### src/hw/gpio_port_regs.vh
// Register indices, field values and reset values of the eight-pin port
`ifndef GPIO_PORT_REGS_VH
`define GPIO_PORT_REGS_VH

// ----------------------------------------------------------------
// Register indices (byte address is four times the index)
// ----------------------------------------------------------------
`define IDX_PIN_DIRECTION        6'h00
`define IDX_PIN_WAY_SET_ALIAS    6'h01
`define IDX_PIN_WAY_CLEAR_ALIAS  6'h02
`define IDX_PIN_WAY_FLIP_ALIAS   6'h03
`define IDX_OUTPUT_LEVEL         6'h04
`define IDX_DRIVE_LEVEL_SET      6'h05
`define IDX_DRIVE_LEVEL_CLEAR    6'h06
`define IDX_DRIVE_LEVEL_FLIP     6'h07
`define IDX_INPUT_VALUE          6'h08
`define IDX_PIN_EVENT_FLAGS      6'h09
// Per-pin sense config occupies indices 0x10..0x17
`define IDX_SENSE_GROUP          3'h2

// ----------------------------------------------------------------
// Bus decode
// ----------------------------------------------------------------
`define IDX_MSB                  7
`define IDX_LSB                  2
`define HTRANS_ACTIVE_BIT        1

// ----------------------------------------------------------------
// Sense configuration values
// ----------------------------------------------------------------
`define SENSE_OFF_SETTING        3'h0
`define SENSE_BOTH_EDGES         3'h1
`define SENSE_RISING             3'h2
`define SENSE_FALLING            3'h3
`define SENSE_INPUT_DISABLE      3'h4
`define SENSE_LOW_LEVEL          3'h5

// ----------------------------------------------------------------
// Reset values
// ----------------------------------------------------------------
`define RST_BYTE                 8'h00
`define RST_SENSE                3'h0
`define RST_BIT                  1'b0
`define RST_BUF_EN               8'hFF
`define RST_IDX                  6'h00
`define RST_WORD                 32'h0000_0000
`define DATA_PAD                 24'h00_0000
`define SENSE_PAD                29'h0000_0000

`endif

### src/hw/gpio_port_register_file.v
// Eight-pin general purpose port register file with AHB-Lite slave
`timescale 1ns/1ps
`include "gpio_port_regs.vh"

// Notes on behaviour
// - Direction bit 1 drives pin, 0 releases
// - Direction never touches the input buffer
// - Direction set alias ORs ones in
// - Direction clear alias clears where ones
// - Direction flip alias inverts where ones
// - Direction aliases read back direction register
// - Output level matters only when driver enabled
// - Level 0 drives low, 1 drives high
// - Level set alias ORs ones in
// - Level clear alias clears where ones
// - Flip alias or input write inverts level
// - Level aliases read back output level
// - Zero bits written to aliases do nothing
// - Input bit tracks pin while buffer on
// - Input bit 0 low, 1 high
// - Flag set on configured pin condition
// - Writing one clears a flag
// - Sense 4 kills buffer, 0 buffer only
module gpio_port_register_file (
    input  wire        SYS_CLK,
    input  wire        RESET_N,
    input  wire        HSEL,
    input  wire [31:0] HADDR,
    input  wire [1:0]  HTRANS,
    input  wire        HWRITE,
    input  wire [2:0]  HSIZE,
    input  wire [31:0] HWDATA,
    input  wire        HREADY,
    output reg  [31:0] HRDATA,
    output reg         HREADYOUT,
    output reg         HRESP,
    input  wire [7:0]  PIN_IN,
    output reg  [7:0]  PIN_OUT,
    output reg  [7:0]  PIN_OE,
    output reg  [7:0]  PIN_BUF_EN
);

    // ----------------------------------------------------------------
    // State
    // ----------------------------------------------------------------
    reg  [7:0] dir_q;
    reg  [7:0] dir_d;
    reg  [7:0] out_q;
    reg  [7:0] out_d;
    wire [7:0] in_q;
    wire [7:0] in_d;
    wire [7:0] flag_q;
    wire [7:0] flag_d;
    reg  [2:0] sense_q [0:7];
    reg  [2:0] sense_d [0:7];
    reg  [7:0] sync1_q;
    reg  [7:0] sync2_q;
    reg  [7:0] buf_en_d;
    reg  [7:0] flag_clr;
    reg        wr_q;
    reg  [5:0] widx_q;
    reg [31:0] rdata_d;
    wire       addr_phase;
    wire [5:0] hidx;
    wire [7:0] wbyte;
    integer    i;
    integer    j;
    integer    k;

    assign addr_phase = HSEL & HTRANS[`HTRANS_ACTIVE_BIT] & HREADY;
    assign hidx       = HADDR[`IDX_MSB:`IDX_LSB];
    assign wbyte      = HWDATA[7:0];

    // ----------------------------------------------------------------
    // Bus address phase capture
    // ----------------------------------------------------------------
    always @(posedge SYS_CLK or negedge RESET_N) begin
        if (!RESET_N) begin
            wr_q   <= 1'b0;
            widx_q <= `RST_IDX;
        end else begin
            wr_q   <= addr_phase & HWRITE;
            widx_q <= hidx;
        end
    end

    // ----------------------------------------------------------------
    // Pin synchroniser
    // ----------------------------------------------------------------
    always @(posedge SYS_CLK or negedge RESET_N) begin
        if (!RESET_N) begin
            sync1_q <= `RST_BYTE;
            sync2_q <= `RST_BYTE;
        end else begin
            sync1_q <= PIN_IN;
            sync2_q <= sync1_q;
        end
    end

    // ----------------------------------------------------------------
    // Next-state of direction, level and sense config
    // ----------------------------------------------------------------
    always @* begin
        dir_d    = dir_q;
        out_d    = out_q;
        flag_clr = `RST_BYTE;
        for (i = 0; i < 8; i = i + 1) begin
            sense_d[i] = sense_q[i];
        end
        if (wr_q) begin
            case (widx_q)
                `IDX_PIN_DIRECTION: begin
                    dir_d = wbyte;
                end
                `IDX_PIN_WAY_SET_ALIAS: begin
                    dir_d = dir_q | wbyte;
                end
                `IDX_PIN_WAY_CLEAR_ALIAS: begin
                    dir_d = dir_q & ~wbyte;
                end
                `IDX_PIN_WAY_FLIP_ALIAS: begin
                    dir_d = dir_q ^ wbyte;
                end
                `IDX_OUTPUT_LEVEL: begin
                    out_d = wbyte;
                end
                `IDX_DRIVE_LEVEL_SET: begin
                    out_d = out_q | wbyte;
                end
                `IDX_DRIVE_LEVEL_CLEAR: begin
                    out_d = out_q & ~wbyte;
                end
                `IDX_DRIVE_LEVEL_FLIP, `IDX_INPUT_VALUE: begin
                    // Input value itself is never written
                    out_d = out_q ^ wbyte;
                end
                `IDX_PIN_EVENT_FLAGS: begin
                    flag_clr = wbyte;
                end
                default: begin
                    for (i = 0; i < 8; i = i + 1) begin
                        if (widx_q[5:3] == `IDX_SENSE_GROUP && widx_q[2:0] == i[2:0]) begin
                            sense_d[i] = wbyte[2:0];
                        end
                    end
                end
            endcase
        end
    end

    // ----------------------------------------------------------------
    // Input buffer enables
    // ----------------------------------------------------------------
    // Buffer enable depends on sense config alone, never on direction
    always @* begin
        buf_en_d = `RST_BYTE;
        for (j = 0; j < 8; j = j + 1) begin
            buf_en_d[j] = (sense_d[j] != `SENSE_INPUT_DISABLE);
        end
    end

    // ----------------------------------------------------------------
    // Per-pin input sampling and event flags
    // ----------------------------------------------------------------
    // Edges compare against the held input value, so a pin that moved
    // while its buffer was off can raise a flag on re-enable.
    pin_sense_cell u_pin_sense_cell_0 (
        .clk    (SYS_CLK),
        .rst_n  (RESET_N),
        .level  (sync2_q[0]),
        .sense  (sense_q[0]),
        .clear  (flag_clr[0]),
        .in_d   (in_d[0]),
        .flag_d (flag_d[0]),
        .in_q   (in_q[0]),
        .flag_q (flag_q[0])
    );
    pin_sense_cell u_pin_sense_cell_1 (
        .clk    (SYS_CLK),
        .rst_n  (RESET_N),
        .level  (sync2_q[1]),
        .sense  (sense_q[1]),
        .clear  (flag_clr[1]),
        .in_d   (in_d[1]),
        .flag_d (flag_d[1]),
        .in_q   (in_q[1]),
        .flag_q (flag_q[1])
    );
    pin_sense_cell u_pin_sense_cell_2 (
        .clk    (SYS_CLK),
        .rst_n  (RESET_N),
        .level  (sync2_q[2]),
        .sense  (sense_q[2]),
        .clear  (flag_clr[2]),
        .in_d   (in_d[2]),
        .flag_d (flag_d[2]),
        .in_q   (in_q[2]),
        .flag_q (flag_q[2])
    );
    pin_sense_cell u_pin_sense_cell_3 (
        .clk    (SYS_CLK),
        .rst_n  (RESET_N),
        .level  (sync2_q[3]),
        .sense  (sense_q[3]),
        .clear  (flag_clr[3]),
        .in_d   (in_d[3]),
        .flag_d (flag_d[3]),
        .in_q   (in_q[3]),
        .flag_q (flag_q[3])
    );
    pin_sense_cell u_pin_sense_cell_4 (
        .clk    (SYS_CLK),
        .rst_n  (RESET_N),
        .level  (sync2_q[4]),
        .sense  (sense_q[4]),
        .clear  (flag_clr[4]),
        .in_d   (in_d[4]),
        .flag_d (flag_d[4]),
        .in_q   (in_q[4]),
        .flag_q (flag_q[4])
    );
    pin_sense_cell u_pin_sense_cell_5 (
        .clk    (SYS_CLK),
        .rst_n  (RESET_N),
        .level  (sync2_q[5]),
        .sense  (sense_q[5]),
        .clear  (flag_clr[5]),
        .in_d   (in_d[5]),
        .flag_d (flag_d[5]),
        .in_q   (in_q[5]),
        .flag_q (flag_q[5])
    );
    pin_sense_cell u_pin_sense_cell_6 (
        .clk    (SYS_CLK),
        .rst_n  (RESET_N),
        .level  (sync2_q[6]),
        .sense  (sense_q[6]),
        .clear  (flag_clr[6]),
        .in_d   (in_d[6]),
        .flag_d (flag_d[6]),
        .in_q   (in_q[6]),
        .flag_q (flag_q[6])
    );
    pin_sense_cell u_pin_sense_cell_7 (
        .clk    (SYS_CLK),
        .rst_n  (RESET_N),
        .level  (sync2_q[7]),
        .sense  (sense_q[7]),
        .clear  (flag_clr[7]),
        .in_d   (in_d[7]),
        .flag_d (flag_d[7]),
        .in_q   (in_q[7]),
        .flag_q (flag_q[7])
    );

    // ----------------------------------------------------------------
    // Register update
    // ----------------------------------------------------------------
    always @(posedge SYS_CLK or negedge RESET_N) begin
        if (!RESET_N) begin
            dir_q      <= `RST_BYTE;
            out_q      <= `RST_BYTE;
            PIN_OUT    <= `RST_BYTE;
            PIN_OE     <= `RST_BYTE;
            PIN_BUF_EN <= `RST_BUF_EN;
            for (k = 0; k < 8; k = k + 1) begin
                sense_q[k] <= `RST_SENSE;
            end
        end else begin
            dir_q      <= dir_d;
            out_q      <= out_d;
            PIN_OE     <= dir_d;
            // Pin level resolves outside from the enable
            PIN_OUT    <= out_d;
            PIN_BUF_EN <= buf_en_d;
            for (k = 0; k < 8; k = k + 1) begin
                sense_q[k] <= sense_d[k];
            end
        end
    end

    // ----------------------------------------------------------------
    // Read data
    // ----------------------------------------------------------------
    // Read data comes from next-state values so a read right after a
    // write sees it, with no wait state.
    always @* begin
        rdata_d = `RST_WORD;
        case (hidx)
            `IDX_PIN_DIRECTION, `IDX_PIN_WAY_SET_ALIAS,
            `IDX_PIN_WAY_CLEAR_ALIAS, `IDX_PIN_WAY_FLIP_ALIAS: begin
                rdata_d = {`DATA_PAD, dir_d};
            end
            `IDX_OUTPUT_LEVEL, `IDX_DRIVE_LEVEL_SET,
            `IDX_DRIVE_LEVEL_CLEAR, `IDX_DRIVE_LEVEL_FLIP: begin
                rdata_d = {`DATA_PAD, out_d};
            end
            `IDX_INPUT_VALUE: begin
                rdata_d = {`DATA_PAD, in_d};
            end
            `IDX_PIN_EVENT_FLAGS: begin
                rdata_d = {`DATA_PAD, flag_d};
            end
            default: begin
                if (hidx[5:3] == `IDX_SENSE_GROUP) begin
                    rdata_d = {`SENSE_PAD, sense_d[hidx[2:0]]};
                end
            end
        endcase
    end

    always @(posedge SYS_CLK or negedge RESET_N) begin
        if (!RESET_N) begin
            HRDATA    <= `RST_WORD;
            HREADYOUT <= 1'b1;
            HRESP     <= 1'b0;
        end else begin
            HREADYOUT <= 1'b1;
            HRESP     <= 1'b0;
            if (addr_phase && !HWRITE) begin
                HRDATA <= rdata_d;
            end
        end
    end

endmodule

// ----------------------------------------------------------------
// One pin: held input, condition match and sticky event flag
// ----------------------------------------------------------------
module pin_sense_cell (
    input  wire       clk,
    input  wire       rst_n,
    input  wire       level,
    input  wire [2:0] sense,
    input  wire       clear,
    output reg        in_d,
    output reg        flag_d,
    output reg        in_q,
    output reg        flag_q
);

    reg match;

    always @* begin
        in_d  = in_q;
        match = `RST_BIT;
        if (sense != `SENSE_INPUT_DISABLE) begin
            in_d = level;
            case (sense)
                `SENSE_BOTH_EDGES: begin
                    match = level ^ in_q;
                end
                `SENSE_RISING: begin
                    match = level & ~in_q;
                end
                `SENSE_FALLING: begin
                    match = ~level & in_q;
                end
                `SENSE_LOW_LEVEL: begin
                    match = ~level;
                end
                default: begin
                    // Off setting and reserved codes never flag
                    match = `RST_BIT;
                end
            endcase
        end
        // A new event wins over a clear in the same cycle
        flag_d = (flag_q & ~clear) | match;
    end

    always @(posedge clk or negedge rst_n) begin
        if (!rst_n) begin
            in_q   <= `RST_BIT;
            flag_q <= `RST_BIT;
        end else begin
            in_q   <= in_d;
            flag_q <= flag_d;
        end
    end

endmodule

### config.mk
export PLATFORM = sky130hd
export DESIGN_NAME = gpio_port_register_file
export DESIGN_NICKNAME = d
export VERILOG_FILES = /design/src/hw/gpio_port_register_file.v
export VERILOG_INCLUDE_DIRS = /design/src /design/src/hw
export SDC_FILE = /design/constraint.sdc
export NUM_CORES = 1
export LEC_CHECK = 0
export BUFFER_PORTS_ARGS = -buffer_cell sky130_fd_sc_hd__buf_2
export CAP_MARGIN = 10
export CORE_ASPECT_RATIO = 0.6
export CORE_MARGIN = 5
export CORE_UTILIZATION = 54
export DETAILED_ROUTE_END_ITERATION = 10
export PLACE_DENSITY_LB_ADDON = 0.08
export SLEW_MARGIN = 20
export SYNTH_ARGS = -nofsm -noshare
export SYNTH_HDL_FRONTEND = slang
export SYNTH_SLANG_ARGS = --single-unit
### constraint.sdc
create_clock -name SYS_CLK -period 3 [get_ports SYS_CLK]
set_input_delay 0.15 -clock SYS_CLK [delete_from_list [all_inputs] [get_ports SYS_CLK]]
set_output_delay 0.15 -clock SYS_CLK [all_outputs]
set_load 0.01 [all_outputs]
==> metrics.txt, run 1 <==
Post-Synthesis Cells 577; Final Cycle Share 88.28%; final worst-path setup slack 0.3516 ns; vias 4598; hold path startpoint HADDR[3]; worst-margin pin slew 0.6119 ns; Distinct cells, synth 68; Synth area leader dfrtp_1; CTS tree done; Layout Area Growth over Synthesis 14.77%; status finished clean; DR vias/cell 5.784; Setup TNS Final 0 ns; Final min period 2.648 ns; pin count of the biggest net entering global routing 42; port bufs 59; most used cell, CP buf_4; GR Util All Layers 24.00%; 1st-pass router iterations 5; EDFF count, synth 0; initial antenna violation count 0; Ports 140; Max Slew Vio Count 0; Total Power 0.003304 W; Synth top cells by count dfrtp_1, nand2_1, inv_1, nor2_1, ha_1; slew margin rel. 58.83%; # fillers 904; first-pass GRT wire length 23520 microns; Synth area leaders dfrtp_1, ha_1, mux2_2; Final GP Congestion 0.8836; R2R depth 8; Worst Path Required 3.21 ns; Die Wd 142.6 microns; pre-CTS setup slack 0.3823 ns; max cap viols 0; layout net count 781; Sink Count 95; DR DRC count 0; Hold Crit Class primary input to register; flop-to-flop setup slack 0.35 ns; DR WL/cell 18.44 microns; final wirelength 14660 microns; Crit Path Max Fanout 12; top-count cell post-synth dfrtp_1; Starting Density 54.49%; Primary FF master, synth dfrtp_1; Avg Cell Area, Syn 9.869 sq um; Critical R2R Launch widx_q[1]; final setup fails 0; Setup crit start kind register; worst-path cell chain buf_4, nand4b_1, nor4b_1, buf_4, mux2_2, o221ai_1, nor2_1, or4_1; Core Rows 29; clock-pin slew on the worst setup and hold paths 0.07 ns; maximum root-to-sink buffer count 2; fmax 377.6 MHz; TritonCTS buffer count 9; final hold vios 0; Yosys top cell area share 38.23%; critical path arrival 2.86 ns; sequential element share of the synthesized area 41.92%; post-CTS repair timing setup buffer count 0; FFs w/ async S/R, synth 100.0%; Detail Route Antenna Nets 0; Worst VDD drop 279.3 uV; P per Cell Area 505.6 nW/um^2; Remaining Overflow, GRT 0; FF-to-FF End HRDATA[2]; number of synthesized register bits 95; CORE AREA 10450 sq um; cts repair resizes 0; Clock Root Buffer clkbuf_16; RSZ-0062 raised after global routing no; Worst setup EP type register; clock skew 0.007825 ns; critical path class register to register; Die ar. 12770 sq um; clk_lat worst skew 0.35 ns; Leakage 3.061 nW; synthesized area 5694 sq um; hold depth 1; CP max-delay cell or4_1; # hold bufs at CTS 12; hold endpoint widx_q[1]; CTS H-tree depth 3; die height 89.54 microns; vias in the first global route 4422; CP max stage delay 0.51 ns; Initial DRC Count 311; fraction of layout cells with a size suffix above 1 20.73%; Syn. warnings 0; HPWL after DPL 10960 microns; n_diodes 0
cells by family (layout without fill, tap and decap cells):
| family | after synthesis | after routing | synth area share [%] |
|---|---|---|---|
| buf+inv | 96 | 151 | 8.504 |
| mux | 35 | 35 | 7.801 |
| other cells | 2 | 26 | 0.1319 |
| simple gates | 179 | 179 | 16.94 |
| xor+xnor | 1 | 1 | 0.1538 |
| flops | 95 | 95 | 41.92 |
| fa+ha+maj | 48 | 48 | 10.55 |
| compound gates | 121 | 121 | 14.00 |
metrics by stage:
step	utilization, %	std cells	instance area [sq um]	hold slack [ns]
CTS	62.54	795	6535	0.002143
global placement	58.00	767	6061	0.1656
detailed placement	58.00	767	6061	0.1748
finish	62.54	795	6535	0.008147
floorplan	-	601	5784	-0.1456
global route	62.54	795	6535	0.004802
critical path: cells and delay by family, from the launching register on:
family                 cells  cell delay (ns)
multiplexers               1             0.37
AND/OR/NAND/NOR            4             1.10
buffers and inverters      2             0.44
flip-flops                 1             0.44
AO/OA/AOI/OAI              1             0.16
final cells by class:
cell class	instances	area (sq um)	area share [%]
inverter	51	191.4	2.929
clock buffer	10	239.0	3.657
sequential	95	2387	36.53
clock inverter	6	115.1	1.761
multi-input combinational	410	2913	44.57
timing repair buffer	84	515.5	7.888
tap	139	173.9	2.661
where the power goes:
group | leakage, nW | internal (W) | switching, W | total (W)
Sequential | 1.09 | 0.00137 | 0.0000845 | 0.00145
Combinational | 1.80 | 0.000206 | 0.000293 | 0.000499
Clock | 0.169 | 0.000842 | 0.000510 | 0.00135
Total | 3.06 | 0.00242 | 0.000888 | 0.00330
layout by cell type, fill, tap and decap left out, types with 4 or more instances in the layout:
master	count
nor2b_1	4
nand4b_1	6
nand2_1	53
buf_4	14
a221oi_1	5
mux4_2	4
mux2_2	22
mux2i_1	5
dfrtp_1	87
dlygate4sd3_1	12
and2_1	12
dfstp_2	8
nor2_1	49
a31oi_1	8
o21ai_0	32
inv_1	50
clkbuf_16	9
nand2b_1	14
nor3b_1	8
o22ai_1	8
a21oi_1	23
ha_1	48
buf_2	58
o211ai_1	9
conb_1	26
a211oi_1	9
state kept, by name (all words and copies together) (netlist names), 6 cells and up:
register	count
dir_q	8
PIN_BUF_EN	8
out_q	8
widx_q	6
HRDATA	8
sync2_q	8
sense_q	24
sync1_q	8
routing by layer:
layer / routed length (microns) / global-route usage (%) / vias to the layer above
met3: 1193 / 5.184 / 22
met4: 224 / 6.385 / 0
met2: 6302 / 36.03 / 197
met1: 6937 / 35.45 / 2266
met5: 0 / 0 / -
li1: - / - / 2113
worst max path at each step:
stage               from         to  slack (ns)  depth (start not counted)
2_1_floorplan  widx_q[5]  HRDATA[2]        0.62                          7
3_3_place_gp   widx_q[1]  HRDATA[2]        0.51                          8
3_5_place_dp   widx_q[1]  HRDATA[2]        0.38                          8
4_1_cts        widx_q[1]  HRDATA[2]        0.36                          8
5_1_grt        widx_q[1]  HRDATA[2]        0.18                          8
6_report       widx_q[1]  HRDATA[2]        0.35                          8
No activity file was read; power rests on OpenSTA's default activity.
==> run 2: changes to the inputs <==
Settings changed: CORE_UTILIZATION 54 to 53.
==> run 2 against run 1 <==
Against the previous run: final area decreased by 0.52%; clock power decreased by 10%; via count decreased by 0.26%; die area increased by 1.7%; combinational power about the same; critical path depth decreased by 1; worst hold slack improved by 0.0050 ns; sequential cell count unchanged; non-clock buffer count decreased by 1; critical path type unchanged; largest cell class unchanged.
==> metrics.txt, run 2 (synthesized netlist as in run 1, its figures left out) <==
Remaining Overflow, GRT 0; DR DRC count 0; Starting Density 54.11%; fraction of layout cells with a size suffix above 1 20.46%; cts repair resizes 0; final hold vios 0; TritonCTS buffer count 9; Sink Count 95; CP max stage delay 0.60 ns; Clock Root Buffer clkbuf_16; Hold Crit Class primary input to register; Die ar. 12990 sq um; CTS tree done; max cap viols 0; hold path startpoint HADDR[3]; pin count of the biggest net entering global routing 53; final wirelength 14740 microns; hold_ws 0.01311 ns; Die Wd 143.8 microns; slew margin rel. 60.25%; vias in the first global route 4558; Leakage 3.044 nW; pre-CTS setup slack 0.4323 ns; Most flops, register sense_q; RSZ-0062 raised after global routing no; final setup fails 0; hold endpoint widx_q[1]; die height 90.29 microns; DR vias/cell 5.776; worst-margin pin slew 0.5907 ns; DR WL/cell 18.56 microns; Initial DRC Count 352; max FFs per register 24; status finished clean; worst-path cell chain nand4b_1, nor4b_1, buf_4, mux2_2, o221ai_1, nor2_1, or4_1; CORE AREA 10520 sq um; clock-pin slew on the worst setup and hold paths 0.07 ns; critical path class register to register; n_diodes 0; # fillers 877; Setup TNS Final 0 ns; Worst VDD drop 317.8 uV; hold depth 1; crit path from widx_q[4]; Total Power 0.003167 W; most frequent cells in the layout dfrtp_1, buf_2, nand2_1; CP max-delay cell dfrtp_1; clock skew 0.007845 ns; Layout Area Growth over Synthesis 14.17%; CTS H-tree depth 3; Final min period 2.658 ns; Max Slew Vio Count 0; Critical R2R Launch widx_q[4]; Final Cycle Share 88.59%; vias 4586; # hold bufs at CTS 12; clk_lat worst skew 0.34 ns; P per Cell Area 487.1 nW/um^2; post-CTS repair timing setup buffer count 0; fmax 376.2 MHz; Core Rows 29; cell family with most CP delay simple AND/OR/NAND/NOR gates; design area 6501 sq um; Worst setup EP type register; port bufs 59; final worst-path setup slack 0.3422 ns; initial antenna violation count 0; maximum root-to-sink buffer count 2; placed instance area 6066 sq um; Ports 140; flop-to-flop setup slack 0.34 ns; layout net count 780; Crit Path Max Fanout 10; Detail Route Antenna Nets 0; commonest non-fill, non-tap cell in the layout dfrtp_1; Bufs and invs on worst path 1; 1st-pass router iterations 5; Setup crit start kind register; R2R depth 7; critical path arrival 2.86 ns; FF-to-FF End HRDATA[2]; first-pass GRT wire length 23890 microns; Final GP Congestion 0.8904; HPWL after DPL 10940 microns; GR Util All Layers 23.39%; Worst Path Required 3.21 ns
## run 2: cell count changes in the layout (fill, tap and decap cells not counted), sizes merged
cell    change
buf         -1
bufinv      -1
clkinv      +2
inv         -1
## run 2: worst max-delay path by stage
stage | cells after the start | endpoint
global placement | 8 | HRDATA[1]
finish | 7 | HRDATA[2]
detailed placement | 7 | HRDATA[2]
floorplan | 7 | HRDATA[2]
CTS | 7 | HRDATA[2]
global route | 7 | HRDATA[2]
## run 2: area by class of cell
class | count | area (sq um) | area share, %
Clock buffer | 10 | 229.0 | 3.522
Clock inverter | 6 | 86.33 | 1.328
Inverter | 51 | 191.4 | 2.945
Multi-Input combinational cell | 410 | 2913 | 44.80
Sequential cell | 95 | 2387 | 36.72
Tap cell | 139 | 173.9 | 2.675
Timing Repair Buffer | 83 | 520.5 | 8.006
## run 2: metal layers
layer  global-route usage, %  routed length (microns)  vias to the layer above
met3                   6.190                     1369                       12
met5                       0                        0                        -
met4                   5.329                      113                        0
met2                   34.95                     6642                      200
li1                        -                        -                     2112
met1                   34.13                     6613                     2262
## run 2: where the power goes
part	total (W)	internal [W]	leakage (nW)	switching, W
registers	0.00145	0.00137	1.09	0.0000859
clock network	0.00121	0.000729	0.152	0.000484
logic	0.000499	0.000206	1.80	0.000293
## run 2: metrics by stage
stage	utilization (%)	std cells
CTS	61.78	794
global route	61.78	794
finish	61.78	794
detailed placement	57.65	766
global placement	57.65	766
floorplan	-	601
